`src/common/panel_rx_pkg.sv`:
```
package panel_rx_pkg;

  // link shape
  localparam int LANES = 4;
  localparam int BITS_PER_LANE = 7;
  localparam int WORD_W = LANES * BITS_PER_LANE;
  localparam int PERIOD_W = 8;

  // system clock
  localparam int CLK_HZ = 40_000_000;

  // longest lock interval, rounded down to whole cycles
  localparam int LOCK_TIME_MS = 10;
  localparam int LOCK_CYCLES = (LOCK_TIME_MS * (CLK_HZ / 1000) > 1) ?
                               LOCK_TIME_MS * (CLK_HZ / 1000) : 1;

  // period limits in system cycles; seven distinct strobes need seven cycles
  localparam int MIN_PERIOD_CYC = 7;
  localparam int MAX_PERIOD_CYC = 255;
  localparam int STABLE_PERIODS = 4;

  // suggested placement of fields in the parallel word
  localparam int RED_LSB = 0;
  localparam int GREEN_LSB = 8;
  localparam int BLUE_LSB = 16;
  localparam int LINE_SYNC_BIT = 24;
  localparam int FRAME_SYNC_BIT = 25;
  localparam int PIXEL_VALID_BIT = 26;
  localparam int SPARE_CTRL_BIT = 27;
  localparam int COLOUR_W = 8;

  // reset values
  localparam logic [WORD_W-1:0] WORD_RESET = 28'h0000000;
  localparam logic [PERIOD_W-1:0] PERIOD_RESET = 8'h00;

  typedef enum logic [1:0] {
    ST_SEARCH = 2'b00,
    ST_TRACK = 2'b01,
    ST_LOCKED = 2'b10
  } lock_state_t;

  // cycle within the link period at which bit k is sampled: centre of slot k
  function automatic logic [PERIOD_W-1:0] strobe_cycle(input int k,
                                                       input logic [PERIOD_W-1:0] period);
    logic [15:0] prod;
    prod = 16'((2 * k + 1)) * 16'(period);
    strobe_cycle = PERIOD_W'(prod / 16'(2 * BITS_PER_LANE));
  endfunction

endpackage

```
`src/hw/word_fifo.sv`:
```
module word_fifo #(
  parameter int WIDTH = 28,
  parameter int DEPTH = 4
) (
  // clock and clear
  input wire logic i_clk,
  input wire logic i_reset,
  input wire logic i_flush,
  // fill side
  input wire logic i_in_valid,
  output logic o_in_ready,
  input wire logic [WIDTH-1:0] i_in_data,
  // drain side
  output logic o_out_valid,
  input wire logic i_out_ready,
  output logic [WIDTH-1:0] o_out_data
);
  localparam int AW = (DEPTH > 1) ? $clog2(DEPTH) : 1;

  logic [WIDTH-1:0] mem [DEPTH];
  logic [AW-1:0] wr_ptr_reg;
  logic [AW-1:0] rd_ptr_reg;
  logic [AW:0] count_reg;
  logic push;
  logic pop;

  // honest flags straight from the occupancy count
  assign o_in_ready = (count_reg != (AW + 1)'(DEPTH));
  assign o_out_valid = (count_reg != '0);
  assign o_out_data = mem[rd_ptr_reg];
  assign push = i_in_valid & o_in_ready;
  assign pop = o_out_valid & i_out_ready;

  function automatic logic [AW-1:0] bump(input logic [AW-1:0] p);
    bump = (p == AW'(DEPTH - 1)) ? '0 : p + 1'b1;
  endfunction

  // storage needs no reset: nothing is read until counted in
  always_ff @(posedge i_clk) begin
    if (push) begin
      mem[wr_ptr_reg] <= i_in_data;
    end
  end

  // pointers and count
  always_ff @(posedge i_clk) begin
    if (i_reset | i_flush) begin
      wr_ptr_reg <= '0;
      rd_ptr_reg <= '0;
      count_reg <= '0;
    end else begin
      if (push) begin
        wr_ptr_reg <= bump(wr_ptr_reg);
      end
      if (pop) begin
        rd_ptr_reg <= bump(rd_ptr_reg);
      end
      if (push & ~pop) begin
        count_reg <= count_reg + 1'b1;
      end else if (pop & ~push) begin
        count_reg <= count_reg - 1'b1;
      end
    end
  end
endmodule // word_fifo

```
`src/hw/lane_sampler.sv`:
```
module lane_sampler
  import panel_rx_pkg::*;
(
  // clock and clear
  input wire logic i_clk,
  input wire logic i_clear,
  // timing from the period tracker
  input wire logic i_edge,
  input wire logic [PERIOD_W-1:0] i_phase,
  input wire logic [PERIOD_W-1:0] i_period,
  input wire logic i_armed,
  // synchronised lanes
  input wire logic [LANES-1:0] i_lanes,
  // assembled word
  output logic [WORD_W-1:0] o_word,
  output logic o_word_valid
);
  logic [WORD_W-1:0] word_reg;
  logic [BITS_PER_LANE-1:0] got_reg;
  logic valid_reg;
  logic [BITS_PER_LANE-1:0] hit;

  assign o_word = word_reg;
  assign o_word_valid = valid_reg;

  // one hit per strobe position, all timed from the same link clock edge
  always_comb begin
    for (int k = 0; k < BITS_PER_LANE; k++) begin
      hit[k] = (i_phase == strobe_cycle(k, i_period));
    end
  end

  // capture each lane at its slot; word index is lane*7 + bit
  // below 14 cycles per period bit 0 sits on the edge cycle, so the mask clear and its first mark share
  // one edge; the later assignment wins and keeps the mark
  always_ff @(posedge i_clk) begin
    if (i_clear) begin
      word_reg <= WORD_RESET;
      got_reg <= '0;
    end else begin
      if (i_edge) begin
        got_reg <= '0;
      end
      for (int k = 0; k < BITS_PER_LANE; k++) begin
        if (hit[k] & i_armed) begin
          got_reg[k] <= 1'b1;
          for (int l = 0; l < LANES; l++) begin
            word_reg[l * BITS_PER_LANE + k] <= i_lanes[l];
          end
        end
      end
    end
  end

  // a word counts only when every earlier slot of this period was seen
  always_ff @(posedge i_clk) begin
    if (i_clear) begin
      valid_reg <= 1'b0;
    end else begin
      valid_reg <= hit[BITS_PER_LANE-1] & i_armed & ~i_edge &
                   (&got_reg[BITS_PER_LANE-2:0]);
    end
  end
endmodule // lane_sampler

```
`src/hw/serial_to_parallel_panel_receiver.sv`:
```
// Overview of operation
// - four data lanes and one clock lane; clock lane times every data lane
// - 28 output bits: 8 red, 8 green, 8 blue, line/frame sync, valid, spare
// - seven strobe points per lane, bit 0 to bit 6, each link period
// - output strobe falling edge marks stable data; downstream samples there
// - sleep_n low forces all parallel outputs low
// - power-down with outputs low completes within 1 microsecond
// - lock to link clock within 10 ms; no valid output before lock
// - output strobe period follows link clock; sender keeps period in range
module serial_to_parallel_panel_receiver
  import panel_rx_pkg::*;
#(
  parameter int LOCK_TIMEOUT = LOCK_CYCLES,
  parameter int FIFO_DEPTH = 4,
  parameter int MIN_PERIOD = MIN_PERIOD_CYC,
  parameter int MAX_PERIOD = MAX_PERIOD_CYC
) (
  // clock and reset
  input wire logic i_clk,
  input wire logic i_reset,
  // serial link pins, already differential-to-single
  input wire logic i_link_clock_in,
  input wire logic [LANES-1:0] i_serial_lane_in,
  // power control pin
  input wire logic i_sleep_n,
  // parallel side
  output logic [WORD_W-1:0] o_parallel_word_out,
  output logic o_parallel_strobe_out,
  output logic o_locked
);
  // pin synchronisers
  logic clk_s1_reg;
  logic clk_s2_reg;
  logic clk_s3_reg;
  logic [LANES-1:0] lane_s1_reg;
  logic [LANES-1:0] lane_s2_reg;
  logic sleep_s1_reg;
  logic sleep_s2_reg;

  // period tracker
  lock_state_t state_reg;
  lock_state_t state_next;
  logic [PERIOD_W-1:0] phase_reg;
  logic [PERIOD_W-1:0] period_reg;
  logic [2:0] stable_reg;
  logic [31:0] lock_timer_reg;
  logic armed_reg;
  logic link_edge;
  logic clear;
  logic [PERIOD_W-1:0] measured;
  logic period_ok;
  logic period_close;
  logic stalled;
  logic [PERIOD_W-1:0] slot_pos;

  // sampler to fifo to output stage
  logic [WORD_W-1:0] samp_word;
  logic samp_valid;
  logic fifo_in_ready;
  logic fifo_out_valid;
  logic [WORD_W-1:0] fifo_out_data;
  logic out_take;

  // output stage
  logic [WORD_W-1:0] word_out_reg;
  logic strobe_reg;
  logic busy_reg;
  logic [PERIOD_W-1:0] out_cnt_reg;
  logic [PERIOD_W-1:0] out_period_reg;
  logic out_last;
  logic locked_reg;

  assign o_parallel_word_out = word_out_reg;
  assign o_parallel_strobe_out = strobe_reg;
  assign o_locked = locked_reg;

  // two flops per pin; stage three only remembers the clean level for edges
  // the flops carry no reset: they settle within two cycles of any pin change
  always_ff @(posedge i_clk) begin
    clk_s1_reg <= i_link_clock_in;
    clk_s2_reg <= clk_s1_reg;
    clk_s3_reg <= clk_s2_reg;
    lane_s1_reg <= i_serial_lane_in;
    lane_s2_reg <= lane_s1_reg;
    sleep_s1_reg <= i_sleep_n;
    sleep_s2_reg <= sleep_s1_reg;
  end

  // lanes and clock share one synchroniser depth, so their alignment holds
  assign link_edge = clk_s2_reg & ~clk_s3_reg;

  // sleep acts through the same clear as reset; three cycles, far under 1 us
  assign clear = i_reset | ~sleep_s2_reg;

  // cycles since the last rising edge of the link clock, saturating
  always_ff @(posedge i_clk) begin
    if (clear) begin
      phase_reg <= PERIOD_RESET;
    end else if (link_edge) begin
      phase_reg <= PERIOD_RESET;
    end else if (phase_reg != PERIOD_W'(MAX_PERIOD)) begin
      phase_reg <= phase_reg + 1'b1;
    end
  end

  // length of the period that ends at this edge
  assign measured = phase_reg + 1'b1;
  assign period_ok = (measured >= PERIOD_W'(MIN_PERIOD)) &
                     (phase_reg < PERIOD_W'(MAX_PERIOD));
  assign period_close = (measured == period_reg) |
                        (measured == period_reg + 1'b1) |
                        (measured + 1'b1 == period_reg);
  // a stopped link clock runs the phase into its ceiling
  assign stalled = (phase_reg == PERIOD_W'(MAX_PERIOD));

  // position within the link period as the sampler sees it: the synced edge
  // cycle is position 0, so below 14 cycles per period bit 0 is caught on the edge itself and bit 6
  // always lands before the next edge, never on it
  assign slot_pos = link_edge ? PERIOD_RESET : measured;

  // lock search: first edge, then a run of matching periods
  always_comb begin
    state_next = state_reg;
    case (state_reg)
      ST_SEARCH: begin
        if (link_edge) begin
          state_next = ST_TRACK;
        end
      end
      ST_TRACK: begin
        if (stalled) begin
          state_next = ST_SEARCH;
        end else if (link_edge & period_ok & period_close &
                     (stable_reg == 3'(STABLE_PERIODS - 1))) begin
          state_next = ST_LOCKED;
        end
      end
      ST_LOCKED: begin
        // losing the clock or a jump in its rate drops lock
        if (stalled | (link_edge & ~(period_ok & period_close))) begin
          state_next = ST_SEARCH;
        end
      end
      default: begin
        state_next = ST_SEARCH;
      end
    endcase
  end

  always_ff @(posedge i_clk) begin
    if (clear) begin
      state_reg <= ST_SEARCH;
    end else if ((state_reg != ST_LOCKED) &&
                 (lock_timer_reg == 32'(LOCK_TIMEOUT - 1))) begin
      state_reg <= ST_SEARCH;
    end else begin
      state_reg <= state_next;
    end
  end

  // run of matching periods; a mismatch restarts the count
  always_ff @(posedge i_clk) begin
    if (clear) begin
      stable_reg <= '0;
    end else if (state_reg != ST_TRACK) begin
      stable_reg <= '0;
    end else if (link_edge) begin
      if (period_ok & period_close) begin
        stable_reg <= stable_reg + 1'b1;
      end else begin
        stable_reg <= '0;
      end
    end
  end

  // period estimate follows the link clock each edge
  always_ff @(posedge i_clk) begin
    if (clear) begin
      period_reg <= PERIOD_RESET;
    end else if (link_edge & ~stalled) begin
      period_reg <= measured;
    end
  end

  // lock watchdog: a search that overruns the lock budget starts over
  // the budget is the lock limit counted in system cycles
  always_ff @(posedge i_clk) begin
    if (clear) begin
      lock_timer_reg <= '0;
    end else if ((state_reg == ST_LOCKED) ||
                 (lock_timer_reg == 32'(LOCK_TIMEOUT - 1))) begin
      lock_timer_reg <= '0;
    end else begin
      lock_timer_reg <= lock_timer_reg + 1'b1;
    end
  end

  // sampling is armed only from the first edge after lock, so no half word
  always_ff @(posedge i_clk) begin
    if (clear) begin
      armed_reg <= 1'b0;
    end else if (state_reg != ST_LOCKED) begin
      armed_reg <= 1'b0;
    end else if (link_edge) begin
      armed_reg <= 1'b1;
    end
  end

  lane_sampler u_sampler (
    .i_clk(i_clk),
    .i_clear(clear),
    .i_edge(link_edge),
    .i_phase(slot_pos),
    .i_period(period_reg),
    .i_armed(armed_reg & (state_reg == ST_LOCKED)),
    .i_lanes(lane_s2_reg),
    .o_word(samp_word),
    .o_word_valid(samp_valid)
  );

  // jitter between link edges and the output pacing is absorbed here;
  // a word that finds the buffer full is refused, since the link cannot wait
  word_fifo #(
    .WIDTH(WORD_W),
    .DEPTH(FIFO_DEPTH)
  ) u_fifo (
    .i_clk(i_clk),
    .i_reset(i_reset),
    .i_flush(clear | (state_reg != ST_LOCKED)),
    .i_in_valid(samp_valid & fifo_in_ready),
    .o_in_ready(fifo_in_ready),
    .i_in_data(samp_word),
    .o_out_valid(fifo_out_valid),
    .i_out_ready(out_take),
    .o_out_data(fifo_out_data)
  );

  // output pacing: one word per measured link period
  // the period is latched at take, so a drifting link never cuts a pulse short
  assign out_last = busy_reg & (out_cnt_reg == out_period_reg - 1'b1);
  assign out_take = fifo_out_valid & (~busy_reg | out_last) &
                    (state_reg == ST_LOCKED);

  always_ff @(posedge i_clk) begin
    if (clear) begin
      busy_reg <= 1'b0;
      out_cnt_reg <= PERIOD_RESET;
      out_period_reg <= PERIOD_RESET;
    end else if (state_reg != ST_LOCKED) begin
      // a dropped lock abandons the word in flight
      busy_reg <= 1'b0;
      out_cnt_reg <= PERIOD_RESET;
    end else if (out_take) begin
      busy_reg <= 1'b1;
      out_cnt_reg <= PERIOD_RESET;
      out_period_reg <= period_reg;
    end else if (out_last) begin
      busy_reg <= 1'b0;
      out_cnt_reg <= PERIOD_RESET;
    end else if (busy_reg) begin
      out_cnt_reg <= out_cnt_reg + 1'b1;
    end
  end

  // data changes with the strobe rise and holds past its fall
  always_ff @(posedge i_clk) begin
    if (clear) begin
      word_out_reg <= WORD_RESET;
    end else if (state_reg != ST_LOCKED) begin
      word_out_reg <= WORD_RESET;
    end else if (out_take) begin
      word_out_reg <= fifo_out_data;
    end
  end

  // strobe high for (period >> 1) + 1 cycles, falls mid-period while data is steady
  // a lost lock drops the strobe together with the word, so the panel never
  // sees a high strobe over zeroed data
  always_ff @(posedge i_clk) begin
    if (clear) begin
      strobe_reg <= 1'b0;
    end else if (state_reg != ST_LOCKED) begin
      strobe_reg <= 1'b0;
    end else if (out_take) begin
      strobe_reg <= 1'b1;
    end else if (busy_reg && (out_cnt_reg == (out_period_reg >> 1))) begin
      strobe_reg <= 1'b0;
    end
  end

  // lock indication for the panel logic
  // one cycle behind the tracker, in step with the zeroing of the outputs
  always_ff @(posedge i_clk) begin
    if (clear) begin
      locked_reg <= 1'b0;
    end else begin
      locked_reg <= (state_reg == ST_LOCKED);
    end
  end
endmodule // serial_to_parallel_panel_receiver

```
`config.mk`:
```
export PLATFORM = sky130hd
export DESIGN_NAME = serial_to_parallel_panel_receiver
export DESIGN_NICKNAME = d
export VERILOG_FILES = /design/src/common/panel_rx_pkg.sv /design/src/hw/word_fifo.sv /design/src/hw/lane_sampler.sv /design/src/hw/serial_to_parallel_panel_receiver.sv
export SDC_FILE = /design/constraint.sdc
export NUM_CORES = 1
export LEC_CHECK = 0
export ABC_AREA = 1
export BUFFER_PORTS_ARGS = -buffer_cell sky130_fd_sc_hd__buf_2
export CORE_MARGIN = 2
export CORE_UTILIZATION = 40
export CTS_CLUSTER_SIZE = 8
export DETAILED_ROUTE_END_ITERATION = 8
export HOLD_SLACK_MARGIN = 0.1
export PLACE_DENSITY = 0.58
export SLEW_MARGIN = 15
export SYNTH_ARGS = -nofsm -noshare
export SYNTH_HDL_FRONTEND = slang
export SYNTH_SLANG_ARGS = --single-unit
export TNS_END_PERCENT = 5
```
`constraint.sdc`:
```
create_clock -name i_clk -period 12.93 [get_ports i_clk]
set_input_delay 0.6465 -clock i_clk [delete_from_list [all_inputs] [get_ports i_clk]]
set_output_delay 0.6465 -clock i_clk [all_outputs]
set_load 0.1 [all_outputs]
```
Word level (Yosys, flattened, before mapping):

Memory sizes are Yosys's and may differ from the RTL's. A register that Yosys moved wholly into a read port is not among the register bits.
Cells that the tools add are included.

* bitwise logic cells: 42
* div/mod/pow operators: 7
* equal/unequal tests: 26
* magnitude comparators: 2
* add/sub/neg operators: 11
* $mul: 6
* multiplexer cells: 24
* reduce and logical (&&, ||, !) cells: 23
* shift-type cells: 0

Operators by type and width (number)
* $eq A8 B8 Y1: 11
* $div A12 B4 Y16 const B: 3
* $mul A4 B8 Y12 const A: 3
* $add A32 B1 Y32 const B: 1
* $add A8 B1 Y8 const B: 4
* $div A11 B4 Y16 const B: 2
* $eq A32 B19 Y1 const B: 1
* $and A1 B1 Y1: 26
* $mul A3 B8 Y11 const A: 2
* $reduce_bool A2 Y1: 9
* $div A10 B4 Y16 const B: 1
* $div A8 B4 Y16 const B: 1
* $mux W1: 12
* $mux W2: 6
* $mul A2 B8 Y10 const A: 1
* $reduce_or A2 Y1: 5
* $mux W3: 3
* $not A1 Y1: 9
* $eq A8 B7 Y1: 1
* $eq A8 B8 Y1 const B: 1
* $ge A8 B3 Y1 const B: 1
* $lt A8 B8 Y1 const B: 1
* $mux W8: 1
* $ne A8 B8 Y1 const B: 1
* 21 further kinds: 35

* bits in registers: 128
* bits in latches: 0
* output and inout port bits: 30
* memory bits (writable): 112
* word-level logic and storage cells: 177
* memories: 1
* input bits: 8
* memory bits (read-only): 0

Memory list
* u_fifo.mem: depth 4, width 28, rd ports 1, clocked after Yosys merged registers in 1, write ports 1, line word_fifo.sv:20 `logic [WIDTH-1:0] mem [DEPTH];`

Longest topological paths before layout:

Gate-level depths: netlist of the first run.

* depth after elaboration: 10
* gate-level depth with buffers: 47

By module:

Synthesis of the first run repeated with hierarchy kept, for this count alone.

* cells, all modules: 2499
* area total of the unflattened synthesis: 18412.7 µm²

Modules (own cells, without submodules)
* lane_sampler: times used 1, sequential area each 700.7 µm², area each 8077.7 µm², cells an instance 1355
* serial_to_parallel_panel_receiver: times used 1, sequential area each 2282.2 µm², area each 5686.7 µm², cells an instance 804
* word_fifo: times used 1, sequential area each 3543.4 µm², area each 4648.2 µm², cells an instance 340

Worst setup path after synthesis of the first run:

No wires, ideal clock.

* kind: register to register
* start: register period_reg[2]
* end: register u_sampler.word_reg[13] (netlist: u_sampler.o_word[13])
* setup slack: 7.498 ns
* stages on the path, launching flop included: 40
* data arrival time: 5.369 ns
* data required time: 12.866 ns
* path through: dfxtp_1 buf_2 inv_1 ha_1 xor2_1 ha_1 fa_1 nand3_1 nand3_2 a21oi_2 o21ai_1 nand2_1 nand2_1 nand2_1 nand3_1 o21ai_1 nand2_1 nand2_2 (+4 left out) inv_2 nand2_2 nand2_2 nand2_2 inv_2 nand2_1 nand2_1 nand2_1 inv_2 o21ai_1 nand2_1 nand3_1 nand2_1 nor2_2 nand3_2 nand2_1 inv_1 nor2_1

* longest elaborated chain between the ends: 4

Ends and longest elaborated chain
* start, declared: line serial_to_parallel_panel_receiver.sv:44 `logic [PERIOD_W-1:0] period_reg;`
* start signal, assigned: line serial_to_parallel_panel_receiver.sv:181 `period_reg <= measured;`
* $mul A4 B8 Y12: line panel_rx_pkg.sv:46 `prod = 16'((2 * k + 1)) * 16'(period);`
* $div A12 B4 Y16: line panel_rx_pkg.sv:47 `strobe_cycle = PERIOD_W'(prod / 16'(2 * BITS_PER_LANE));`
* $eq A8 B8 Y1: line lane_sampler.sv:29 `hit[k] = (i_phase == strobe_cycle(k, i_period));`
* $and A1 B1 Y1: line lane_sampler.sv:45 `if (hit[k] & i_armed) begin`
* end signal, assigned by index: line lane_sampler.sv:48 `word_reg[l * BITS_PER_LANE + k] <= i_lanes[l];`
* end, declared: line lane_sampler.sv:18 `logic [WORD_W-1:0] word_reg;`

No other way between the ends.
A chain may end at the register's enable or synchronous reset.

Worst setup path in the final report of the first run:

Same ends and word-level chain as after synthesis.

==> impl_metrics.prom, run 1 <==
# TYPE chip_impl_metric gauge
chip_impl_metric{name="synth_sequential_area_ratio",unit="%"} 36.2
chip_impl_metric{name="drive_gt1_share",unit="%"} 12.4
chip_impl_info{name="tritoncts",value="yes"} 1
chip_impl_metric{name="drt_first_iter_violations",unit=""} 921
chip_impl_info{name="layout.cells.most_common",value="nand2_1"} 1
chip_impl_metric{name="initial_core_util",unit="%"} 40.6
chip_impl_metric{name="dieArea",unit="um^2"} 46600
chip_impl_metric{name="first_global_vias",unit=""} 14900
chip_impl_info{name="status",value="completed"} 1
chip_impl_metric{name="max_cap_viol_count",unit=""} 0
chip_impl_metric{name="grt.overflow.total",unit=""} 0
chip_impl_metric{name="power_per_standard_cell_area",unit="nW/um^2"} 101
chip_impl_metric{name="worst_pin_slew",unit="ns"} 1.23
chip_impl_metric{name="wl_per_cell",unit="um"} 15.1
chip_impl_metric{name="fp.dieW",unit="um"} 216
chip_impl_metric{name="detail_route.first_pass.iterations",unit=""} 5
chip_impl_metric{name="post_synth_inst_count",unit=""} 2400
chip_impl_info{name="worstHoldPathType",value="primary input to flop"} 1
chip_impl_metric{name="finalCoreUtilization",unit="%"} 45.2
chip_impl_metric{name="asyncSetResetFlopFracSynth",unit="%"} 0
chip_impl_info{name="holdPathEnd",value="clk_s1_reg$_DFF_P_"} 1
chip_impl_metric{name="regArea",unit="um^2"} 6490
chip_impl_metric{name="initial_antenna_violation_count",unit=""} 0
chip_impl_metric{name="timing.final.crit_share",unit="%"} 51.1
chip_impl_metric{name="gp_congestion",unit=""} 0.894
chip_impl_info{name="synth_top_flop_cell",value="dfxtp_1"} 1
chip_impl_info{name="clk_root_buffer_cell",value="clkbuf_16"} 1
chip_impl_metric{name="max_frequency",unit="MHz"} 151
chip_impl_info{name="grt_setup_unrepaired",value="no"} 1
chip_impl_metric{name="final_critical_path_setup_slack",unit="ns"} 6.33
chip_impl_metric{name="slew-limit-headroom",unit="%"} 18.0
chip_impl_info{name="timing.rr.end",value="u_sampler.o_word[13]$_SDFFE_PP0P_"} 1
chip_impl_metric{name="worst_ep_arrival_time",unit="ns"} 7.05
chip_impl_metric{name="cts.htree.levels",unit=""} 2
chip_impl_metric{name="dr_total_vias",unit=""} 15400
chip_impl_metric{name="clk_pin_slew",unit="ns"} 0.06
chip_impl_metric{name="clock-skew-final",unit="ns"} 0.0123
chip_impl_metric{name="tritoncts.num_buffers",unit=""} 39
chip_impl_metric{name="worst_r2r_path_depth",unit=""} 38
chip_impl_metric{name="p_leak",unit="nW"} 8.79
chip_impl_metric{name="syn_area",unit="um^2"} 17900
chip_impl_metric{name="detailedPlacementHpwl",unit="um"} 34200
chip_impl_metric{name="finalWirelength",unit="um"} 46400
chip_impl_metric{name="first_pass_grt_wire_length",unit="um"} 75500
chip_impl_info{name="setup.worst_path.start_class",value="flop"} 1
chip_impl_metric{name="grt.total_usage",unit="%"} 20.0
chip_impl_metric{name="die_height",unit="um"} 216
chip_impl_metric{name="number_of_antenna_diodes",unit=""} 0
chip_impl_info{name="crit_path_top_delay_cell",value="dfxtp_1"} 1
chip_impl_metric{name="setup_total_negative_slack",unit="ns"} 0
chip_impl_metric{name="clock_sinks",unit=""} 268
chip_impl_metric{name="postCtsSetupRepairBufs",unit=""} 0
chip_impl_metric{name="avgViaCountPerCell",unit=""} 5.02
chip_impl_metric{name="detail-route-antenna-nets",unit=""} 0
chip_impl_metric{name="residual_drc_count",unit=""} 0
chip_impl_metric{name="cp_max_fo",unit=""} 19
chip_impl_metric{name="grt_start_max_net_pins",unit=""} 59
chip_impl_info{name="critPathCaptureType",value="flop"} 1
chip_impl_metric{name="floorplan.core_area",unit="um^2"} 44200
chip_impl_metric{name="multi_input_combinational_cell_area",unit="um^2"} 9980
chip_impl_info{name="worst-setup-path-type",value="flop to flop"} 1
chip_impl_info{name="most_common_cell_on_crit_path",value="nand2_1"} 1
chip_impl_metric{name="min_tclk_post_route",unit="ns"} 6.60
chip_impl_metric{name="timing_max_transition_violations_final",unit=""} 0
chip_impl_metric{name="final_hold_viol_count",unit=""} 0
chip_impl_metric{name="regToRegSetupSlack",unit="ns"} 6.33
chip_impl_metric{name="count_of_nets_after_finishing",unit=""} 2576
chip_impl_metric{name="syn-num-nets",unit=""} 2518
chip_impl_metric{name="netlist-cell-type-count",unit=""} 65
chip_impl_metric{name="placementRows",unit=""} 77
chip_impl_metric{name="vdd_drop_max",unit="mV"} 0.0828
chip_impl_metric{name="post_cts_resize_count",unit=""} 0
chip_impl_info{name="r2r-start",value="period_reg[2]$_SDFFE_PP0P_"} 1
chip_impl_metric{name="boundaryPins",unit=""} 38
chip_impl_metric{name="number_of_instances_on_the_worst_hold_path",unit=""} 1
chip_impl_metric{name="yosys_warnings",unit=""} 0
chip_impl_metric{name="timing.critical_path.slowest_cell_delay",unit="ns"} 0.85
chip_impl_metric{name="placement.io_buffers",unit=""} 37
chip_impl_metric{name="cts_max_path_buffers",unit=""} 3
chip_impl_metric{name="post_cts_hold_buffer_count",unit=""} 0
chip_impl_metric{name="number_of_flops_mapped_to_enable_cells_by_yosys",unit=""} 112
chip_impl_metric{name="cp_data_required_time",unit="ns"} 13.38
chip_impl_metric{name="areaGrowthSynthToFinish",unit="%"} 11.4
chip_impl_info{name="layout.cells.most_common_list",value="nand2_1, inv_1, nor2_1"} 1
chip_impl_metric{name="post-place-ws",unit="ns"} 6.48
chip_impl_metric{name="finalSetupViolCount",unit=""} 0
chip_impl_metric{name="largest_register_ff_count",unit=""} 112
chip_impl_metric{name="synth-seq-cells",unit=""} 268
chip_impl_metric{name="syn_area_per_cell",unit="um^2"} 7.47
chip_impl_metric{name="fill_cell_count",unit=""} 4431
chip_impl_info{name="min-delay-start",value="i_link_clock_in"} 1
chip_impl_metric{name="clkLatencyLatePin",unit="ns"} 0.52
per-layer routing:
| layer | up-vias | track usage, % | wire, um |
|---|---|---|---|
| li1 | 7977 | - | - |
| met1 | 7145 | 25.5 | 21200 |
| met2 | 271 | 36.2 | 22900 |
| met3 | 49 | 1.75 | 1540 |
| met4 | 0 | 5.13 | 829 |
| met5 | - | 0 | 0 |
critical path: cells and delay by family, from the launching register on:
kind	cells	cell delay, ns
AND/OR/NAND/NOR	25	2.70
XOR/XNOR	1	0.42
adder cells (fa/ha/maj)	3	1.26
flip-flops	1	0.85
buffers and inverters	4	0.46
AO/OA/AOI/OAI	5	0.82
worst max-delay path by stage:
stage                                     from                                 to  depth (start not counted)
finish              period_reg[2]$_SDFFE_PP0P_  u_sampler.o_word[13]$_SDFFE_PP0P_                         38
global route        period_reg[2]$_SDFFE_PP0P_  u_sampler.o_word[20]$_SDFFE_PP0P_                         38
CTS                 period_reg[2]$_SDFFE_PP0P_  u_sampler.o_word[13]$_SDFFE_PP0P_                         38
detailed placement  period_reg[2]$_SDFFE_PP0P_  u_sampler.o_word[20]$_SDFFE_PP0P_                         38
global placement    period_reg[2]$_SDFFE_PP0P_  u_sampler.o_word[27]$_SDFFE_PP0P_                         38
floorplan           period_reg[2]$_SDFFE_PP0P_  u_sampler.o_word[13]$_SDFFE_PP0P_                         39
cell families (layout without fill, tap and decap cells):
kind of cell	after synthesis	after routing	share of synthesized area (%)
flops	268	268	36.2
simple gates	1149	1149	29.2
compound gates	382	382	12.2
mux	1	1	0.0558
xor+xnor	102	102	5.40
buf+inv	388	472	8.32
fa+ha+maj	110	110	8.59
per-stage QoR:
stage	hold WS (ns)	cells	power, mW	cell area (um^2)
2_1_floorplan	0.310	2400	1.06	17900
4_1_cts	0.208	3076	2.05	20000
3_3_place_gp	0.310	3009	1.11	18900
3_5_place_dp	0.312	3009	1.11	18900
6_report	0.228	3076	2.03	20000
5_1_grt	0.212	3076	2.11	20000
Yosys cell counts, types with 4 or more instances:
master	count	share of area, %
nor2_2	14	0.49
fa_1	22	2.5
xor2_2	9	0.82
or2_2	6	0.21
nand2_4	4	0.25
clkbuf_1	37	0.77
nand4_1	51	1.8
nand3b_1	4	0.17
nor3_1	21	0.59
ha_1	88	6.1
o22ai_1	33	1.2
clkinv_1	5	0.10
o21ai_0	134	3.7
inv_2	32	0.67
dfxtp_1	156	17
o21ai_2	7	0.34
inv_1	309	6.5
edfxtp_1	112	19
a211oi_1	9	0.38
o221ai_1	4	0.20
nor4_1	8	0.28
nand2_2	82	2.9
o21ai_1	20	0.56
nand2_1	518	11
a21oi_1	129	3.6
nor2_4	5	0.31
a21oi_2	5	0.24
xor2_1	77	3.8
xnor2_1	15	0.73
o211ai_1	5	0.21
nor2_1	261	5.5
nand3_1	140	3.9
nand3_2	22	1.2
where the power goes:
part	switching, mW	total, mW	internal, mW
Combinational	0.145	0.209	0.0643
Clock	0.354	0.932	0.578
Sequential	0.00617	0.886	0.880
cell type report:
| cell class | count | area share [%] |
|---|---|---|
| inverters | 346 | 6.50 |
| repair buffers | 59 | 1.75 |
| clock buffers | 65 | 5.53 |
| well taps | 592 | 3.71 |
| clock inverters | 2 | 0.125 |
| multi-input cells | 1744 | 49.9 |
| flip-flops and latches | 268 | 32.5 |
(Power assumes the default switching activity.)
==> run 2: changes to the inputs <==
- PLACE_DENSITY: 0.58 -> 0.6
- clock period: 12.93 -> 5.6 ns (I/O delays scaled with it)
==> impl_metrics.prom, run 2 (same netlist as run 1, synthesis figures left out) <==
# TYPE chip_impl_metric gauge
chip_impl_metric{name="timing_max_transition_violations_final",unit=""} 0
chip_impl_metric{name="number_of_instances_on_the_worst_hold_path",unit=""} 0
chip_impl_info{name="setup.worst_path.start_class",value="flop"} 1
chip_impl_info{name="crit_path_top_delay_cell",value="fa_1"} 1
chip_impl_metric{name="max_cap_viol_count",unit=""} 0
chip_impl_metric{name="areaGrowthSynthToFinish",unit="%"} 19.7
chip_impl_metric{name="placementRows",unit=""} 77
chip_impl_metric{name="placement.io_buffers",unit=""} 37
chip_impl_metric{name="worst_r2r_path_depth",unit=""} 39
chip_impl_metric{name="grt.overflow.total",unit=""} 0
chip_impl_metric{name="avgViaCountPerCell",unit=""} 5.09
chip_impl_metric{name="place_area",unit="um^2"} 19100
chip_impl_metric{name="grt.total_usage",unit="%"} 19.9
chip_impl_metric{name="first_pass_grt_wire_length",unit="um"} 75700
chip_impl_metric{name="vdd_drop_max",unit="mV"} 0.191
chip_impl_metric{name="timing.final.crit_share",unit="%"} 95.9
chip_impl_metric{name="finalCoreUtilization",unit="%"} 48.6
chip_impl_metric{name="clk_pin_slew",unit="ns"} 0.06
chip_impl_metric{name="slew-limit-headroom",unit="%"} 19.5
chip_impl_metric{name="initial_antenna_violation_count",unit=""} 0
chip_impl_metric{name="cp_data_required_time",unit="ns"} 6.01
chip_impl_info{name="layout.cells.most_common",value="nand2_1"} 1
chip_impl_metric{name="largest_register_ff_count",unit=""} 112
chip_impl_metric{name="timing.critical_path.slowest_cell_delay",unit="ns"} 0.49
chip_impl_metric{name="drt_first_iter_violations",unit=""} 945
chip_impl_metric{name="max_frequency",unit="MHz"} 186
chip_impl_metric{name="cts.htree.levels",unit=""} 2
chip_impl_info{name="worst-setup-path-type",value="flop to flop"} 1
chip_impl_metric{name="clkLatencyLatePin",unit="ns"} 0.52
chip_impl_info{name="most_common_cell_on_crit_path",value="nand2_4"} 1
chip_impl_metric{name="tritoncts.num_buffers",unit=""} 39
chip_impl_metric{name="residual_drc_count",unit=""} 0
chip_impl_metric{name="p_leak",unit="nW"} 9.31
chip_impl_metric{name="clock_sinks",unit=""} 268
chip_impl_metric{name="detail-route-antenna-nets",unit=""} 0
chip_impl_info{name="worstHoldPathType",value="flop to flop"} 1
chip_impl_metric{name="dr_total_vias",unit=""} 16000
chip_impl_info{name="grt_setup_unrepaired",value="yes"} 1
chip_impl_metric{name="worst_pin_slew",unit="ns"} 1.20
chip_impl_metric{name="detailedPlacementHpwl",unit="um"} 34700
chip_impl_info{name="status",value="completed"} 1
chip_impl_metric{name="first_global_vias",unit=""} 15000
chip_impl_metric{name="dieArea",unit="um^2"} 46600
chip_impl_metric{name="final.hold.worst_slack",unit="ns"} 0.323
chip_impl_metric{name="final_hold_viol_count",unit=""} 0
chip_impl_info{name="tritoncts",value="yes"} 1
chip_impl_metric{name="power_per_standard_cell_area",unit="nW/um^2"} 220
chip_impl_metric{name="wl_per_cell",unit="um"} 15.3
chip_impl_info{name="min-delay-start",value="sleep_s1_reg$_DFF_P_"} 1
chip_impl_info{name="layout.cells.most_common_list",value="nand2_1, inv_1, nor2_1"} 1
chip_impl_metric{name="finalSetupViolCount",unit=""} 0
chip_impl_metric{name="worst_ep_arrival_time",unit="ns"} 5.78
chip_impl_metric{name="clock-skew-final",unit="ns"} 0.0183
chip_impl_info{name="setup.worst_path.start",value="period_reg[4]$_SDFFE_PP0P_"} 1
chip_impl_info{name="r2r-start",value="period_reg[4]$_SDFFE_PP0P_"} 1
chip_impl_metric{name="finish.instance_area",unit="um^2"} 21500
chip_impl_metric{name="regToRegSetupSlack",unit="ns"} 0.23
chip_impl_metric{name="grt_start_max_net_pins",unit=""} 59
chip_impl_metric{name="boundaryPins",unit=""} 38
chip_impl_info{name="clk_root_buffer_cell",value="clkbuf_16"} 1
chip_impl_metric{name="drive_gt1_share",unit="%"} 20.2
chip_impl_metric{name="cp_max_fo",unit=""} 8
chip_impl_metric{name="initial_core_util",unit="%"} 40.6
chip_impl_metric{name="cts_max_path_buffers",unit=""} 3
chip_impl_metric{name="number_of_antenna_diodes",unit=""} 0
chip_impl_metric{name="min_tclk_post_route",unit="ns"} 5.37
chip_impl_info{name="timing.rr.end",value="u_sampler.o_word[5]$_SDFFE_PP0P_"} 1
chip_impl_metric{name="floorplan.core_area",unit="um^2"} 44200
chip_impl_metric{name="gp_congestion",unit=""} 0.927
chip_impl_metric{name="count_of_nets_after_finishing",unit=""} 2654
chip_impl_metric{name="die_height",unit="um"} 216
chip_impl_info{name="holdPathEnd",value="sleep_s2_reg$_DFF_P_"} 1
chip_impl_metric{name="detail_route.first_pass.iterations",unit=""} 5
chip_impl_info{name="critPathCaptureType",value="flop"} 1
chip_impl_metric{name="finalWirelength",unit="um"} 48200
chip_impl_metric{name="fp.dieW",unit="um"} 216
[run 2: cell count changes in the layout (fill, tap and decap cells not counted), moves of 11 or more]
cell / previous run / this run
nand2_4: 4 / 23
ha_1: 88 / 68
nand3_1: 139 / 123
ha_4: 0 / 16
nand2_1: 518 / 473
inv_1: 309 / 298
buf_4: 22 / 79
nand2_2: 82 / 107
[run 2: worst max-delay path: cells and delay by family, from the launching register on]
kind / cells / cell delay, ns
adders and majority gates: 3 / 1.04
and+or+nand+nor: 28 / 2.88
buffers and inverters: 4 / 0.31
DFF: 1 / 0.36
AOI/OAI and AO/OA: 4 / 0.66
[run 2: cell type report]
cell class	count	area, um^2
clock buffers	58	1050
clock inverters	3	37.5
fillers	4323	22700
inverters	346	1300
multi-input cells	1747	10800
flip-flops and latches	268	6510
well taps	592	741
repair buffers	134	1010
[run 2: timing repair]
action / 4_1_cts / 5_1_grt
gates resized for setup: 0 / 215
setup buffers: 0 / 44
endpoints found under the hold margin: 6 / 0
hold buffers: 6 / 0
setup endpoints to repair: 0 / 29
[run 2: routing by layer]
metal	GRT usage (%)	share of wire (%)
met2	34.5	48
met5	0	0
met3	3.11	4.9
met4	7.36	3.3
met1	25.0	44
[run 2: stage by stage]
| step | instances | TNS [ns] | total power [mW] | worst slack, ns |
|---|---|---|---|---|
| floorplan | 2400 | 0 | 2.46 | 0.168 |
| global placement | 3034 | 0 | 2.55 | 0.214 |
| detailed placement | 3034 | 0 | 2.56 | 0.0268 |
| CTS | 3101 | 0 | 4.67 | 0.00559 |
| global route | 3148 | -0.710 | 4.92 | -0.139 |
| finish | 3148 | 0 | 4.72 | 0.230 |
[run 2: report_power, final]
group	leakage [nW]	switching [mW]	internal [mW]	total, mW
Sequential	2.11	0.0107	2.03	2.04
Clock	0.521	0.812	1.28	2.09
Combinational	6.68	0.390	0.196	0.587
[run 2: worst max path at each step]
stage	endpoint	cells after the start
finish	u_sampler.o_word[5]$_SDFFE_PP0P_	39
floorplan	u_sampler.o_word[13]$_SDFFE_PP0P_	39
CTS	u_sampler.o_word[20]$_SDFFE_PP0P_	38
global route	u_sampler.o_word[12]$_SDFFE_PP0P_	41
detailed placement	u_sampler.o_word[20]$_SDFFE_PP0P_	38
global placement	u_sampler.o_word[13]$_SDFFE_PP0P_	39
